File: config.mk
export PLATFORM = sky130hd
export DESIGN_NAME = ddi_master
export DESIGN_NICKNAME = d
export VERILOG_FILES = /design/src/ddi_pkg.sv /design/src/ddi_master.sv
export VERILOG_INCLUDE_DIRS = /design/src
export SDC_FILE = /design/constraint.sdc
export NUM_CORES = 1
export LEC_CHECK = 0
export ABC_AREA = 1
export BUFFER_PORTS_ARGS = -buffer_cell sky130_fd_sc_hd__buf_2
export CAP_MARGIN = 20
export CORE_ASPECT_RATIO = 1.75
export CORE_MARGIN = 3
export CORE_UTILIZATION = 40
export DETAILED_ROUTE_END_ITERATION = 16
export PLACE_DENSITY = 0.58
export SLEW_MARGIN = 20
export SYNTH_ARGS = -nofsm -noshare
export SYNTH_HDL_FRONTEND = slang
export SYNTH_SLANG_ARGS = --single-unit
File: constraint.sdc
create_clock -name clk_sys -period 3.5 [get_ports clk_sys]
set_input_delay 0.175 -clock clk_sys [delete_from_list [all_inputs] [get_ports clk_sys]]
set_output_delay 0.175 -clock clk_sys [all_outputs]
set_load 0.01 [all_outputs]
File: src/ddi_regs.svh
/*
  Constants for the serial-bus master that drives the dual DAC port.
  Assumes it is included by bare name from the controller, the slave model and the bench.
*/
`ifndef DDI_REGS_SVH
`define DDI_REGS_SVH
`define DDI_ADDR_FIXED 5'h03
`define DDI_SEL_VDD 2'h0
`define DDI_SEL_OPEN 2'h2
`define DDI_SEL_GND 2'h3
`define DDI_HS_CODE 8'h08
`define DDI_CMD_REF 3'h7
`define DDI_CH_A 3'h0
`define DDI_CH_B 3'h1
`define DDI_CH_ALL 3'h7
`define DDI_SYS_NS 50
`define DDI_STD_NS 10000
`define DDI_FAST_NS 2500
`define DDI_HS_NS 300
`define DDI_READ_BYTES 2'h3
`endif

File: src/ddi_pkg.sv
/*
  Types for the dual DAC serial-bus master.
  Assumes ddi_regs.svh is on the include path.
*/
package ddi_pkg;
  typedef enum logic [1:0] {
    DDI_SPD_STD = 2'h0,
    DDI_SPD_FAST = 2'h1,
    DDI_SPD_HS = 2'h2
  } ddi_speed_t;
endpackage

File: src/ddi_master.sv
/*
  Serial-bus master that writes 24-bit command words to, and reads three bytes
  from, the dual DAC slave port, with optional high-speed entry.
  Assumes open-drain bus wiring with pull-ups outside; SCL and SDA levels are
  seen back through the pin inputs.
*/
// How it works
// - Start is SDA falling with SCL high, then address; slave acks bit nine
// - Nine clocks per byte, MSB first; SDA changes only while SCL low
// - Write ends with SDA released high during tenth clock, forming stop
// - Read: master nacks last byte, then low then high on SDA for stop
// - Write sends address with direction 0, command, high, low, then stop
// - Read sends address with direction 1, takes three bytes, then stop
// - High-speed entry: master code unacked, repeated start, then address
// - Reserved top bit of the command byte always sent as zero
// - Command code three bits below multi-byte bit; channel in low three
// - Multi-byte set: further data pairs follow without a new command
// - Multi-byte clear: each block carries its own fresh command byte
`timescale 1ns/1ns
`include "ddi_regs.svh"
module ddi_master #(
  parameter int RES_BITS = 16,
  parameter bit HS_ENABLE = 1'b1
) (
  // Clock and reset
  input wire logic clk_sys,
  input wire logic nrst,
  // User request
  input wire logic req,
  input wire logic rd,
  input wire logic more,
  input wire logic hs,
  input wire logic [1:0] speed,
  input wire logic [1:0] sel,
  input wire logic [2:0] cmd,
  input wire logic [2:0] chan,
  input wire logic [15:0] code,
  input wire logic clear_input,
  // User answer
  output logic busy,
  output logic want_data,
  output logic done,
  output logic nack,
  output logic [23:0] rdata,
  // Bus pins
  input wire logic scl_in,
  output logic scl_out,
  output logic scl_oe,
  input wire logic sda_in,
  output logic sda_out,
  output logic sda_oe
);
  // ---------------------------------------------------------------
  // Types and helpers
  // ---------------------------------------------------------------
  typedef enum logic [7:0] {
    ST_IDLE = 8'h01, ST_START = 8'h02, ST_BIT = 8'h04, ST_ACK = 8'h08,
    ST_NEXT = 8'h10, ST_STOP = 8'h20, ST_RSTART = 8'h40, ST_WAIT = 8'h80
  } ddi_state_t;
  // Quarters round up, so a rate never exceeds its bus limit
  localparam int QTR_STD = (`DDI_STD_NS / 4 + `DDI_SYS_NS - 1) / `DDI_SYS_NS;
  localparam int QTR_FAST = (`DDI_FAST_NS / 4 + `DDI_SYS_NS - 1) / `DDI_SYS_NS;
  localparam int QTR_HS = (`DDI_HS_NS / 4 + `DDI_SYS_NS - 1) / `DDI_SYS_NS;

  // Quarter-period length for a rate; HS falls back when not built in
  function automatic logic [7:0] qtr(input logic [1:0] s, input logic h);
    if (h) begin
      qtr = 8'(QTR_HS);
    end else if (s == ddi_pkg::DDI_SPD_FAST) begin
      qtr = 8'(QTR_FAST);
    end else begin
      qtr = 8'(QTR_STD);
    end
  endfunction

  // Left-align the channel code; lower bits beyond the width go out as zero
  function automatic logic [15:0] align(input logic [15:0] c);
    align = c << (16 - RES_BITS);
  endfunction

  // ---------------------------------------------------------------
  // Pin synchronisers
  // ---------------------------------------------------------------
  logic [1:0] sda_sync;
  logic [1:0] scl_sync;
  logic [1:0] clr_sync;
  always_ff @(posedge clk_sys or negedge nrst) begin
    if (!nrst) begin
      sda_sync <= 2'h3;
      scl_sync <= 2'h3;
      clr_sync <= 2'h3;
    end else begin
      sda_sync <= {sda_sync[0], sda_in};
      scl_sync <= {scl_sync[0], scl_in};
      clr_sync <= {clr_sync[0], clear_input};
    end
  end
  wire sda_s = sda_sync[1];
  wire scl_s = scl_sync[1];

  // ---------------------------------------------------------------
  // Controller state
  // ---------------------------------------------------------------
  ddi_state_t state, next_state;
  logic [7:0] tmr, next_tmr;
  logic [1:0] ph, next_ph;
  logic [2:0] bitn, next_bitn;
  logic [1:0] bcnt, next_bcnt;
  logic [7:0] sh, next_sh;
  logic [15:0] dat, next_dat;
  logic rdm, next_rdm;
  logic mb, next_mb;
  logic hsm, next_hsm;
  logic hsa, next_hsa;
  logic addr_ph, next_addr_ph;
  logic cmd_sent, next_cmd_sent;
  logic [23:0] rsh, next_rsh;
  logic next_busy, next_want, next_done, next_nack;
  logic [23:0] next_rdata;
  logic next_scl, next_sda;

  wire tick = (tmr == 8'h00);
  wire [7:0] rel = qtr(speed, hsm) - 8'h01;
  wire [7:0] abyte = {`DDI_ADDR_FIXED, sel, rdm};

  // Next-state logic: each bit is four quarter phases, SCL high in 2 and 3
  always_comb begin
    next_state = state;
    next_tmr = tick ? rel : tmr - 8'h01;
    next_ph = ph;
    next_bitn = bitn;
    next_bcnt = bcnt;
    next_sh = sh;
    next_dat = dat;
    next_rdm = rdm;
    next_mb = mb;
    next_hsm = hsm;
    next_hsa = hsa;
    next_addr_ph = addr_ph;
    next_cmd_sent = cmd_sent;
    next_rsh = rsh;
    next_busy = busy;
    next_want = 1'b0;
    next_done = 1'b0;
    next_nack = nack;
    next_rdata = rdata;
    next_scl = scl_out;
    next_sda = sda_out;
    if (hsm && !clr_sync[1]) begin
      next_hsm = 1'b0;
    end
    unique case (state)
      ST_IDLE: begin
        next_scl = 1'b1;
        next_sda = 1'b1;
        if (req) begin
          next_busy = 1'b1;
          next_nack = 1'b0;
          next_rdm = rd;
          next_mb = more;
          next_hsa = hs && HS_ENABLE;
          next_dat = align(code);
          next_cmd_sent = 1'b0;
          next_ph = 2'h0;
          next_tmr = rel;
          next_state = ST_START;
        end
      end
      ST_START, ST_RSTART: if (tick) begin
        // SDA falls while SCL high, then SCL falls
        next_ph = ph + 2'h1;
        if (ph == 2'h0) begin
          next_scl = 1'b1;
          next_sda = 1'b1;
        end else if (ph == 2'h1 && scl_s) begin
          next_sda = 1'b0;
        end else if (ph == 2'h2) begin
          next_scl = 1'b0;
        end else if (ph == 2'h3) begin
          next_sh = hsa ? `DDI_HS_CODE : abyte;
          next_addr_ph = 1'b1;
          next_bitn = 3'h7;
          next_ph = 2'h0;
          next_state = ST_BIT;
        end else begin
          next_ph = ph;
        end
      end
      ST_BIT, ST_ACK: if (tick) begin
        next_ph = ph + 2'h1;
        unique case (ph)
          2'h0: begin
            // Drive data only while SCL low
            if (state == ST_BIT) begin
              next_sda = (rdm && !addr_ph) ? 1'b1 : sh[7];
            end else begin
              next_sda = !(rdm && !addr_ph && bcnt != `DDI_READ_BYTES - 2'h1) ? 1'b1 : 1'b0;
            end
          end
          2'h1: next_scl = 1'b1;
          2'h2: begin
            // Wait out clock stretching before sampling
            if (!scl_s) begin
              next_ph = ph;
            end else if (state == ST_BIT) begin
              next_sh = {sh[6:0], sda_s};
            end else if (addr_ph || !rdm) begin
              if (sda_s && !hsa) begin
                next_nack = 1'b1;
              end
            end
          end
          default: begin
            next_scl = 1'b0;
            next_ph = 2'h0;
            if (state == ST_BIT) begin
              next_bitn = bitn - 3'h1;
              if (bitn == 3'h0) begin
                next_state = ST_ACK;
              end
            end else begin
              next_state = ST_NEXT;
            end
          end
        endcase
      end
      ST_NEXT: begin
        // Choose what follows each acknowledged byte
        next_addr_ph = 1'b0;
        next_bitn = 3'h7;
        if (hsa) begin
          next_hsa = 1'b0;
          next_hsm = 1'b1;
          next_state = ST_RSTART;
        end else if (nack) begin
          next_state = ST_STOP;
        end else if (addr_ph) begin
          next_bcnt = 2'h0;
          next_rsh = 24'h000000;
          next_sh = {1'b0, mb, cmd, chan};
          next_state = rdm ? ST_BIT : ST_BIT;
        end else if (rdm) begin
          next_rsh = {rsh[15:0], sh};
          next_bcnt = bcnt + 2'h1;
          if (bcnt == `DDI_READ_BYTES - 2'h1) begin
            next_rdata = {rsh[15:0], sh};
            next_state = ST_STOP;
          end else begin
            next_state = ST_BIT;
          end
        end else begin
          next_bcnt = bcnt + 2'h1;
          unique case (bcnt)
            2'h0: begin
              next_sh = dat[15:8];
              next_cmd_sent = 1'b1;
              next_state = ST_BIT;
            end
            2'h1: begin
              next_sh = dat[7:0];
              next_state = ST_BIT;
            end
            default: begin
              // Block whole; ask for another or stop
              next_want = 1'b1;
              next_state = ST_WAIT;
            end
          endcase
        end
      end
      ST_WAIT: begin
        if (req && !rd) begin
          next_dat = align(code);
          if (mb) begin
            next_sh = next_dat[15:8];
            next_bcnt = 2'h1;
          end else begin
            next_sh = {1'b0, more, cmd, chan};
            next_mb = more;
            next_bcnt = 2'h0;
          end
          next_tmr = rel;
          next_state = ST_BIT;
        end else if (!req) begin
          next_state = ST_STOP;
        end
      end
      ST_STOP: if (tick) begin
        // SDA low under low SCL, raise SCL, then release SDA
        next_ph = ph + 2'h1;
        unique case (ph)
          2'h0: next_sda = 1'b0;
          2'h1: next_scl = 1'b1;
          2'h2: begin
            // Hold SDA low until SCL is seen high, else the stop is lost
            if (scl_s) begin
              next_sda = 1'b1;
            end else begin
              next_ph = ph;
            end
          end
          default: begin
            next_ph = 2'h0;
            next_hsm = 1'b0;
            next_busy = 1'b0;
            next_done = 1'b1;
            next_state = ST_IDLE;
          end
        endcase
      end
      default: next_state = ST_IDLE;
    endcase
  end

  // Register all state; outputs except the two pin enables come straight from these flops
  always_ff @(posedge clk_sys or negedge nrst) begin
    if (!nrst) begin
      state <= ST_IDLE;
      tmr <= 8'h00;
      ph <= 2'h0;
      bitn <= 3'h7;
      bcnt <= 2'h0;
      sh <= 8'h00;
      dat <= 16'h0000;
      rdm <= 1'b0;
      mb <= 1'b0;
      hsm <= 1'b0;
      hsa <= 1'b0;
      addr_ph <= 1'b0;
      cmd_sent <= 1'b0;
      rsh <= 24'h000000;
      busy <= 1'b0;
      want_data <= 1'b0;
      done <= 1'b0;
      nack <= 1'b0;
      rdata <= 24'h000000;
      scl_out <= 1'b1;
      sda_out <= 1'b1;
    end else begin
      state <= next_state;
      tmr <= next_tmr;
      ph <= next_ph;
      bitn <= next_bitn;
      bcnt <= next_bcnt;
      sh <= next_sh;
      dat <= next_dat;
      rdm <= next_rdm;
      mb <= next_mb;
      hsm <= next_hsm;
      hsa <= next_hsa;
      addr_ph <= next_addr_ph;
      cmd_sent <= next_cmd_sent;
      rsh <= next_rsh;
      busy <= next_busy;
      want_data <= next_want;
      done <= next_done;
      nack <= next_nack;
      rdata <= next_rdata;
      scl_out <= next_scl;
      sda_out <= next_sda;
    end
  end

  // Open drain: enable only while pulling low
  always_ff @(posedge clk_sys or negedge nrst) begin
    if (!nrst) begin
      scl_oe <= 1'b0;
      sda_oe <= 1'b0;
    end else begin
      scl_oe <= !next_scl;
      sda_oe <= !next_sda;
    end
  end
endmodule

==> results of run 1 <==
-- cell usage after synthesis (2+ instances only) --
| library cell | number |
|---|---|
| a21oi_1 | 39 |
| a21oi_2 | 2 |
| buf_2 | 8 |
| buf_4 | 5 |
| clkbuf_1 | 6 |
| dfrtp_1 | 94 |
| dfstp_2 | 12 |
| ha_1 | 13 |
| inv_1 | 107 |
| inv_2 | 6 |
| nand2_1 | 220 |
| nand2_2 | 7 |
| nand2_4 | 3 |
| nand3_1 | 41 |
| nand3_2 | 5 |
| nand4_1 | 7 |
| nand4_2 | 2 |
| nor2_1 | 72 |
| nor2_2 | 8 |
| nor2_4 | 5 |
| nor2_8 | 2 |
| nor3_1 | 5 |
| o211ai_1 | 12 |
| o21ai_0 | 32 |
| o21ai_1 | 2 |
| o21ai_2 | 8 |
| o21bai_1 | 3 |
| o22ai_1 | 18 |
| o31ai_1 | 2 |
| xor2_1 | 3 |
-- path summary, 6_finish.rpt --
path                                to   startpoint  slack, ps  cells past startpoint
setup / recovery                 sh[0]       tmr[0]       1260                     10
hold / removal                  dat[0]      code[0]         10                      3
setup reg to reg                 sh[0]       tmr[0]       1260                     10
hold reg to reg            scl_sync[1]  scl_sync[0]        360                      0
max in group asynchronous     state[6]         nrst       2610                      3
min in group asynchronous       tmr[6]         nrst        410                      3
-- what timing repair did --
action / CTS / global route
setup buffers: 0 / 0
resized for setup: 0 / 0
endpoints found under the hold margin: 97 / 0
hold buffers: 4 / 0
-- power by group --
| part | total (mW) | switching, mW | internal, mW | leakage (nW) |
|---|---|---|---|---|
| Clock | 1.04 | 0.525 | 0.510 | 0.146 |
| Combinational | 2.13 | 1.45 | 0.682 | 2.09 |
| Sequential | 1.75 | 0.212 | 1.54 | 1.37 |
-- worst max-delay path: cells and delay by family (launching register included) --
family	cells	cell delay [ps]
AOI/OAI and AO/OA	2	350
buffers and inverters	1	110
and+or+nand+nor	6	1180
DFF	1	360
adders and majority gates	1	160
-- metrics by stage --
stage	cells	util	worst slack [ps]	hold WS (ps)
global route	1005	0.471	1010	22.5
detailed placement	985	0.447	1280	281
floorplan	759	-	1670	-121
finish	1005	0.471	1260	14.2
CTS	1005	0.471	1260	10.5
global placement	985	0.447	1350	280
-- flip-flops by register name, summed over array words and instances (netlist names), 2 cells and up, named ones only --
| signal | cells |
|---|---|
| bcnt | 2 |
| bitn | 3 |
| clr_sync | 2 |
| dat | 16 |
| ph | 2 |
| rdata | 24 |
| rsh | 16 |
| scl_sync | 2 |
| sda_sync | 2 |
| sh | 8 |
| state | 8 |
| tmr | 8 |
-- cells in the final DEF, fill, tap and decap left out, types with 2 or more instances in the layout --
cell / n
a21oi_1: 39
dfstp_2: 12
dlygate4sd3_1: 4
clkinv_8: 3
ha_1: 13
dfrtp_1: 94
nand4_1: 7
nand2_4: 3
buf_2: 65
nand3_2: 5
nor2_4: 5
nand2_2: 7
inv_2: 6
clkbuf_16: 9
nand3_1: 41
inv_1: 107
nor2_1: 72
nor2_8: 2
o22ai_1: 18
nand2_1: 220
o31ai_1: 2
nor2_2: 8
o21ai_2: 8
o211ai_1: 12
o21ai_1: 2
nor3_1: 5
buf_4: 4
a21oi_2: 2
xor2_1: 3
o21ai_0: 32
o21bai_1: 3
nand4_2: 2
-- metal layers --
metal	wire length [um]	vias up	global-route usage
li1	-	2529	-
met1	5840	2446	0.215
met2	8150	132	0.344
met3	601	35	0.0361
met4	552	0	0.0928
met5	0	-	0
-- cells by family after synthesis --
group | after synthesis
adders and majority gates | 13
and+or+nand+nor | 380
xor gates and xnor gates | 4
AOI/OAI and AO/OA | 121
DFF | 106
buffers and inverters | 135
-- layout make-up --
class                      instances  area (sq um)  area share
inverter                         114           428      0.0643
tap                              177           221      0.0333
timing repair buffer              74           415      0.0624
clock inverter                     7          85.1      0.0128
clock buffer                       9           225      0.0338
sequential                       106          2670       0.401
multi-input combinational        518          2620       0.393
==> Flow_metrics.wiki, run 1 <==
{| class="wikitable"
! Metric !! Value
|-
| Basic-gate share of the synthesized area counting and, or, nand and nor cells || 0.289
|-
| Count of routing violations after the opening detailed-route iteration || 236
|-
| Clock Skew || ~14 ps
|-
| Maximum buffer depth of the clock tree || 2
|-
| Fill cells || around 1,400
|-
| CTS tree || yes
|-
| Number of optimization iterations in the first detailed-route pass || 7
|-
| Final critical path time including I/O delays and setup || 2240 ps
|-
| Setup repair after global routing missed its margin || false
|-
| Placer Congestion || 0.929
|-
| Type of element launching the critical path || register
|-
| Arrival time of the worst setup path || 2530 ps
|-
| Final Total Pwr || 4.92 mW
|-
| Largest family of logic cells by synthesized area || simple AND/OR/NAND/NOR gates
|-
| Global route total overflow || 0
|-
| Area after DPL || 0.00631 sq mm
|-
| Count of distinct cell types in the synthesized netlist || 40
|-
| Class of the most critical hold timing path || in2reg
|-
| Count of boundary I/O pins || 67
|-
| Headroom to the max-slew limit || 0.524
|-
| Cts bufs inserted || 9
|-
| Library cell contributing the largest single delay on the critical path || nor2_2
|-
| Layout cells sized above 1 || 0.179
|-
| Crit end category || register
|-
| Number of global-route vias before repair || 5,185
|-
| Clock net sink count || 106
|-
| Diodes inserted || 0
|-
| Routed vias || 5,142
|-
| Wire per inst || approximately 15 um
|-
| Number of endpoints with negative hold slack in the final report || 0
|-
| Site row count || 57
|-
| Post-synthesis net count || 807
|-
| Count of buffers from port buffering || 66
|-
| Die span in y || 166 um
|-
| Number of antenna violations at the first check in global routing || 0
|-
| Synthesized area divided by synthesized cell count || 7.69 sq um
|-
| Sequence of cells on the critical path || inv_1 -> ha_1 -> nand2_1 -> nor2_2 -> nand2_1 -> o21ai_2 -> nand2_4 -> nor2_8 -> nand2_1 -> o21ai_2
|-
| Max-cap violation count || 0
|-
| Outcome || finished clean
|-
| Post-synthesis sequential area ratio || 0.457
|-
| Transition time at the pin with the least slew margin || 712 ps
|-
| Worst-path fanout max || 16
|-
| H-Tree Level Count || 3
|-
| Sum of routed wire length over all layers || ~15 mm
|-
| Most area-consuming cells after synthesis || dfrtp_1, nand2_1, inv_1
|-
| Effective utilization at floorplan || 0.413
|-
| Highest cell delay on the worst timing path || 470 ps
|-
| Clock-pin slew on the worst setup and hold paths || 80 ps
|-
| Detailed-placement wirelength estimate || 11.4 mm
|-
| Share of cell area taken by muxes after synthesis || 0
|-
| Complex-gate fraction of the synthesized area || 0.125
|-
| Number of nets in the finished design || 871
|-
| Parity-gate share of the synthesized area counting xor and xnor cells || 0.00600
|-
| Post-synth EDFFs || 0
|-
| Final slew viol count || 0
|-
| Remaining antenna violation count after routing || 0
|-
| Cell repeated most along the worst path || nand2_1
|-
| Synthesized instance count || 759
|-
| Fraction of the mapped netlist area in adder cells || 0.0279
|-
| Share of flip-flops with an asynchronous set or reset after synthesis || 1.00
|-
| Standby leakage power || 3.61 nW
|-
| Highest clock frequency the design can meet || 447 MHz
|-
| Final design instance area without fill || 0.00666 sq mm
|-
| Wire length of the first global-routing pass || between 20 and 30 mm
|-
| Final period util || 0.640
|-
| Library cell with the largest summed area after synthesis || dfrtp_1
|-
| #FFs+latches synth || 106
|-
| Area of the core || 0.0141 sq mm
|-
| Crit path required time || 3790 ps
|-
| Setup TNS || 0 ps
|-
| Pin count of the biggest net entering global routing || 107
|-
| Routed vias/inst || about 5
|-
| Die Wd || 97.3 um
|-
| Critical path start-end classification || reg2reg
|-
| Area share of the largest cell type after synthesis || 0.403
|-
| Worst IR Drop VDD || 0.000269 V
|-
| Predominant post-synthesis flop cell || dfrtp_1
|-
| GR Util All Layers || 0.191
|-
| Clock tree root driver cell || clkbuf_16
|-
| P&R area growth vs syn || 14.1%
|-
| Pwr dens || around 740 mW/mm^2
|-
| Warnings from Yosys || 0
|-
| DRC violation count after routing || 0
|-
| Final-report setup violation count || 0
|-
| Area enclosed by the die boundary || 0.0161 sq mm
|-
| Post-Syn Area || 0.00584 sq mm
|-
| Clock latency on the worst-skew pair || 360 ps
|}
(Power assumes the default switching activity.)
==> run 2: changes to the inputs <==
- PLACE_DENSITY: 0.58 -> 0.6
- clock period: 3.5 -> 1.9 ns (I/O delays scaled with it)
==> Flow_metrics.wiki, run 2 (synthesized netlist as in run 1, its figures left out) <==
{| class="wikitable"
! Metric !! Value
|-
| Outcome || finished clean (unchanged)
|-
| Cell count after placement || 1,033 (was 985)
|-
| Standby leakage power || 3.98 nW (was 3.61 nW)
|-
| Worst IR Drop VDD || 0.000605 V (was 0.000269 V)
|-
| Highest clock frequency the design can meet || 548 MHz (was 447 MHz)
|-
| Final design instance area without fill || 0.00738 sq mm (was 0.00666 sq mm)
|-
| Crit path required time || 2140 ps (was 3790 ps)
|-
| CTS tree || yes (unchanged)
|-
| Fin Hold WS || 17.4 ps (was 14.2 ps)
|-
| Fill cells || 1,380 (was 1,445)
|-
| Final critical path time including I/O delays and setup || 1830 ps (was 2240 ps)
|-
| Sum of routed wire length over all layers || 15.8 mm (was 15.1 mm)
|-
| Transition time at the pin with the least slew margin || 530 ps (was 712 ps)
|-
| Diodes inserted || 0 (unchanged)
|-
| Count of boundary I/O pins || 67 (unchanged)
|-
| Clock tree root driver cell || clkbuf_16 (unchanged)
|-
| Combined area of the multi-input logic cells || 0.00272 sq mm (was 0.00262 sq mm)
|-
| Critical path start-end classification || reg2reg (unchanged)
|-
| P&R area growth vs syn || 26.5% (was 14.1%)
|-
| Worst-path fanout max || 6 (was 16)
|-
| Final-report setup violation count || 0 (unchanged)
|-
| Placer Congestion || 0.920 (was 0.929)
|-
| Detailed-placement wirelength estimate || 12.1 mm (was 11.4 mm)
|-
| Registers with the most flip-flops || rdata: 24 flops, dat: 16 flops, rsh: 16 flops (unchanged)
|-
| Maximum buffer depth of the clock tree || 2 (unchanged)
|-
| Site row count || 57 (unchanged)
|-
| Final slew viol count || 0 (unchanged)
|-
| Commonest non-fill, non-tap cell in the layout || nand2_1 (unchanged)
|-
| Cell repeated most along the worst path || nand2_2 (was nand2_1)
|-
| Die Wd || 97.3 um (unchanged)
|-
| Wire length of the first global-routing pass || 26.5 mm (was 25.1 mm)
|-
| Clock-pin slew on the worst setup and hold paths || 80 ps (about the same)
|-
| Cts bufs inserted || 9 (unchanged)
|-
| Layout cells sized above 1 || 0.239 (was 0.179)
|-
| Clock latency on the worst-skew pair || 350 ps (was 360 ps)
|-
| Count of buffers from port buffering || 66 (unchanged)
|-
| Sequence of cells on the critical path || inv_1 -> nand2_1 -> nor2_1 -> nand2_2 -> nand2_4 -> nand2_2 -> nand3_4 -> nor2_4 -> buf_4 -> o21ai_2 (was inv_1 -> ha_1 -> nand2_1 -> nor2_2 -> nand2_1 -> o21ai_2 -> nand2_4 -> nor2_8 -> nand2_1 -> o21ai_2)
|-
| Type of element launching the critical path || register (unchanged)
|-
| Area after DPL || 0.00671 sq mm (was 0.00631 sq mm)
|-
| Pin count of the biggest net entering global routing || 49 (was 107)
|-
| Routed vias || 5,289 (was 5,142)
|-
| Top register by number of flip-flops || rdata (unchanged)
|-
| Count of routing violations after the opening detailed-route iteration || 184 (was 236)
|-
| GR Util All Layers || 0.202 (was 0.191)
|-
| Number of global-route vias before repair || 5,470 (was 5,185)
|-
| Headroom to the max-slew limit || 0.646 (was 0.524)
|-
| Number of optimization iterations in the first detailed-route pass || 4 (was 7)
|-
| Routed vias/inst || 4.92 (was 5.12)
|-
| Pwr dens || 1330 mW/mm^2 (was 739 mW/mm^2)
|-
| Remaining antenna violation count after routing || 0 (unchanged)
|-
| Die span in y || 166 um (unchanged)
|-
| Area enclosed by the die boundary || 0.0161 sq mm (unchanged)
|-
| Max-cap violation count || 0 (unchanged)
|-
| Setup repair after global routing missed its margin || true (was false)
|-
| Clock net sink count || 106 (unchanged)
|-
| Commonest non-fill, non-tap cells in the layout || nand2_1, inv_1, dfrtp_1 (unchanged)
|-
| Worst setup slack before clock tree synthesis || -25.3 ps (was 1280 ps)
|-
| Library cell contributing the largest single delay on the critical path || dfstp_2 (was nor2_2)
|-
| Global route total overflow || 0 (unchanged)
|-
| Effective utilization at floorplan || 0.413 (unchanged)
|-
| Class of the most critical hold timing path || in2reg (unchanged)
|-
| Number of endpoints with negative hold slack in the final report || 0 (unchanged)
|-
| Max FFs per register || 24 (unchanged)
|-
| H-Tree Level Count || 3 (unchanged)
|-
| Non-filler cells in the finished layout || 1,075 (was 1,005)
|-
| Highest cell delay on the worst timing path || 560 ps (was 470 ps)
|-
| Least setup slack across all paths after layout || 74.9 ps (was 1260 ps)
|-
| DRC violation count after routing || 0 (unchanged)
|-
| Final period util || 0.961 (was 0.640)
|-
| Setup TNS || 0 ps (unchanged)
|-
| Clock Skew || 12.0 ps (was 13.5 ps)
|-
| Wire per inst || 14.7 um (was 15.1 um)
|-
| Flip-flop and latch area || 0.00267 sq mm (about the same)
|-
| Area of the core || 0.0141 sq mm (unchanged)
|-
| Number of nets in the finished design || 941 (was 871)
|-
| Crit end category || register (unchanged)
|-
| Arrival time of the worst setup path || 2070 ps (was 2530 ps)
|-
| Number of antenna violations at the first check in global routing || 0 (unchanged)
|}
run 2: cell types whose count changed in the layout (fill, tap and decap cells not counted), sizes merged:
cell,change
buf,+54
clkinv,-1
nor2,+1
inv,+1
dlygate4sd3,+15
run 2: final timing paths:
check                       startpoint           to  slack, ps  cells after the start
max in group asynchronous         nrst  scl_sync[0]        940                      3
min                           code[15]      dat[15]         20                      3
min in group asynchronous         nrst       tmr[5]        260                      2
min reg2reg                sda_sync[0]  sda_sync[1]        360                      0
max reg2reg                   state[0]        sh[2]         70                     10
max                           state[0]        sh[2]         70                     10
run 2: per-stage QoR:
step,util,total power [mW]
final,0.523,9.85
after global routing,0.523,10.7
after CTS,0.513,9.72
after detailed placement,0.475,7.61
after global placement,0.475,7.56
after floorplan,-,6.25
run 2: cell type report:
class / instances / area share
Sequential cell: 106 / 0.361
Clock buffer: 9 / 0.0305
Multi-Input combinational cell: 519 / 0.368
Tap cell: 177 / 0.0300
Inverter: 114 / 0.0595
Clock inverter: 7 / 0.0110
Timing Repair Buffer: 143 / 0.139
run 2: power by group:
group          internal (mW)  switching [mW]  total [mW]
sequential              2.83           0.330        3.16
clock                  0.944           0.959        1.90
combinational           1.84            2.94        4.78
total                   5.61            4.23        9.85
run 2: critical path, delay by kind of cell (launching register included):
family                 cells  cell delay (ps)
AO/OA/AOI/OAI              1               50
flip-flops                 1              560
buffers and inverters      2              210
AND/OR/NAND/NOR            7              870
run 2: metal layers:
metal  track usage  wire length, um
met1         0.224             6150
met2         0.377             8450
met3        0.0273              496
met4        0.0952              658
met5             0                0
run 2: repair_timing:
item | 4_1_cts | 5_1_grt
cloned | 1 | 0
endpoints found under the hold margin | 52 | 0
buffers inserted | 2 | 4
pin swaps | 2 | 9
endpoints found under the setup margin | 8 | 30
resized for setup | 1 | 30
hold buffers | 19 | 0
==> run 3: changes to the inputs <==
- CORE_UTILIZATION: 40 -> 53
- GPL_TIMING_DRIVEN: default -> 0
- PLACE_DENSITY: 0.6 -> 0.76
==> Flow_metrics.wiki, run 3 (synthesized netlist as in run 1, its figures left out) <==
{| class="wikitable"
! Metric !! Value
|-
| Clock net sink count || 106 (unchanged)
|-
| Wire per inst || 15.7 um (was 14.7 um)
|-
| Transition time at the pin with the least slew margin || 507 ps (was 530 ps)
|-
| Clock Skew || 7.93 ps (was 12.0 ps)
|-
| Area after DPL || 0.00636 sq mm (was 0.00671 sq mm)
|-
| Commonest non-fill, non-tap cells in the layout || nand2_1, inv_1, dfrtp_1 (unchanged)
|-
| Sum of routed wire length over all layers || 16.0 mm (was 15.8 mm)
|-
| Final-report setup violation count || 0 (unchanged)
|-
| Remaining antenna violation count after routing || 0 (unchanged)
|-
| Global route total overflow || 0 (unchanged)
|-
| Outcome || finished clean (unchanged)
|-
| CTS tree || yes (unchanged)
|-
| Highest clock frequency the design can meet || 546 MHz (was 548 MHz)
|-
| Setup repair after global routing missed its margin || true (unchanged)
|-
| Die Wd || 85.3 um (was 97.3 um)
|-
| Cell count after placement || 956 (was 1,033)
|-
| Slack of the worst reg-to-reg path || 70 ps (about the same)
|-
| Layout cells sized above 1 || 0.256 (was 0.239)
|-
| Clock tree root driver cell || clkbuf_16 (unchanged)
|-
| Headroom to the max-slew limit || 0.662 (was 0.646)
|-
| Hold path endpoint || dat[13] (was dat[15])
|-
| Pin count of the biggest net entering global routing || 83 (was 49)
|-
| Count of boundary I/O pins || 67 (unchanged)
|-
| GR Util All Layers || 0.259 (was 0.202)
|-
| Worst reg2reg path endpoint || tmr[1] (was sh[2])
|-
| Count of routing violations after the opening detailed-route iteration || 425 (was 184)
|-
| Highest cell delay on the worst timing path || 440 ps (was 560 ps)
|-
| Critical path start-end classification || reg2reg (unchanged)
|-
| Number of optimization iterations in the first detailed-route pass || 5 (was 4)
|-
| Area enclosed by the die boundary || 0.0124 sq mm (was 0.0161 sq mm)
|-
| Utilization after layout || 0.686 (was 0.523)
|-
| Final period util || 0.964 (was 0.961)
|-
| Detailed-placement wirelength estimate || 11.5 mm (was 12.1 mm)
|-
| Type of element launching the critical path || register (unchanged)
|-
| Commonest non-fill, non-tap cell in the layout || nand2_1 (unchanged)
|-
| Setup TNS || 0 ps (unchanged)
|-
| Class of the most critical hold timing path || in2reg (unchanged)
|-
| Number of nets in the finished design || 936 (was 941)
|-
| Hold path startpoint || code[13] (was code[15])
|-
| Clock-pin slew on the worst setup and hold paths || 80 ps (about the same)
|-
| Die span in y || 145 um (was 166 um)
|-
| Number of antenna violations at the first check in global routing || 0 (unchanged)
|-
| Number of global-route vias before repair || 5,598 (was 5,470)
|-
| Max-cap violation count || 0 (unchanged)
|-
| Standby leakage power || 3.93 nW (was 3.98 nW)
|-
| Registers with the most flip-flops || rdata: 24 flops, dat: 16 flops, rsh: 16 flops (unchanged)
|-
| Area of the core || 0.0107 sq mm (was 0.0141 sq mm)
|-
| Crit path required time || 2120 ps (was 2140 ps)
|-
| Worst path bufs/invs || 3 (was 2)
|-
| Diodes inserted || 0 (unchanged)
|-
| Non-filler cells in the finished layout || 1,023 (was 1,075)
|-
| Worst-path fanout max || 10 (was 6)
|-
| Clock latency on the worst-skew pair || 350 ps (about the same)
|-
| Final Total Pwr || 10.2 mW (was 9.85 mW)
|-
| Worst r2r path cells || 8 (was 10)
|-
| P&R area growth vs syn || 25.8% (was 26.5%)
|-
| Top register by number of flip-flops || rdata (unchanged)
|-
| Worst IR Drop VDD || 0.000847 V (was 0.000605 V)
|-
| Wire length of the first global-routing pass || 25.5 mm (was 26.5 mm)
|-
| Arrival time of the worst setup path || 2060 ps (was 2070 ps)
|-
| Placer Congestion || 0.969 (was 0.920)
|-
| Crit end category || register (unchanged)
|-
| Count of cells along the worst hold path || 3 (unchanged)
|-
| Number of endpoints with negative hold slack in the final report || 0 (unchanged)
|-
| Final slew viol count || 0 (unchanged)
|-
| Count of buffers from port buffering || 66 (unchanged)
|-
| Cell class contributing the biggest share of worst-path delay || simple AND/OR/NAND/NOR gates (unchanged)
|-
| Final design instance area without fill || 0.00734 sq mm (was 0.00738 sq mm)
|-
| Pwr dens || 1380 mW/mm^2 (was 1330 mW/mm^2)
|-
| Sequence of cells on the critical path || nor2_4 -> buf_4 -> nand4_4 -> a21oi_4 -> inv_2 -> buf_4 -> o21ai_0 -> o21ai_0 (was inv_1 -> nand2_1 -> nor2_1 -> nand2_2 -> nand2_4 -> nand2_2 -> nand3_4 -> nor2_4 -> buf_4 -> o21ai_2)
|-
| H-Tree Level Count || 3 (unchanged)
|-
| Routed vias || 5,562 (was 5,289)
|-
| Max FFs per register || 24 (unchanged)
|-
| DRC violation count after routing || 0 (unchanged)
|-
| Reg2Reg Launch Point || state[7] (was state[0])
|-
| Maximum buffer depth of the clock tree || 2 (unchanged)
|-
| Routed vias/inst || 5.44 (was 4.92)
|-
| Final critical path time including I/O delays and setup || 1830 ps (about the same)
|-
| Site row count || 50 (was 57)
|-
| Effective utilization at floorplan || 0.546 (was 0.413)
|-
| Cts bufs inserted || 9 (unchanged)
|-
| Library cell contributing the largest single delay on the critical path || dfrtp_1 (was dfstp_2)
|}
[run 3: layer usage]
metal,up-vias,GRT usage,share of wire
li1,2671,-,-
met1,2631,0.274,0.36
met2,198,0.489,0.55
met3,62,0.0346,0.042
met4,0,0.143,0.052
met5,-,0,0
[run 3: layout make-up]
class	count	area, sq um
Multi-Input combinational cell	519	2790
Timing Repair Buffer	119	806
Tap cell	130	163
Fill cell	855	3360
Clock buffer	9	225
Buffer	19	148
Sequential cell	106	2670
Clock inverter	7	93.8
Inverter	114	439
[run 3: worst register-to-register path, cell delays in order (launching register included)]
cell,delay [ps]
dfrtp_1,440
nor2_4,230
buf_4,160
nand4_4,240
a21oi_4,230
inv_2,100
buf_4,140
o21ai_0,60
o21ai_0,110
[run 3: per-stage QoR]
stage / setup WS, ps / hold slack (ps)
detailed placement: -224 / -26.8
global route: -20.4 / 86.7
global placement: -406 / 200
floorplan: 68.5 / -201
CTS: 0.842 / 69.9
finish: 69.1 / 78.1
[run 3: what timing repair did]
item	CTS	global route
hold endpoints to repair	115	0
hold buffers	20	0
endpoints found under the setup margin	53	83
cloned	0	1
pin swaps	6	18
resized for setup	20	53
setup buffers	8	24
[run 3: worst max path at each step]
stage / startpoint / to / slack [ps] / cells after the start
2_1_floorplan: ph[0] / sh[3] / 70 / 11
3_3_place_gp: nrst / rdata[13] / -410 / 1
3_5_place_dp: state[0] / dat[12] / -220 / 11
4_1_cts: state[6] / rdata[23] / 0.8 / 8
5_1_grt: state[7] / sh[2] / -20 / 11
6_report: state[7] / tmr[1] / 70 / 8
[run 3: power breakdown]
group | switching [mW] | total, mW | internal, mW
combinational | 3.14 | 4.99 | 1.85
sequential | 0.342 | 3.18 | 2.84
clock | 0.918 | 1.98 | 1.06
total | 4.40 | 10.2 | 5.75
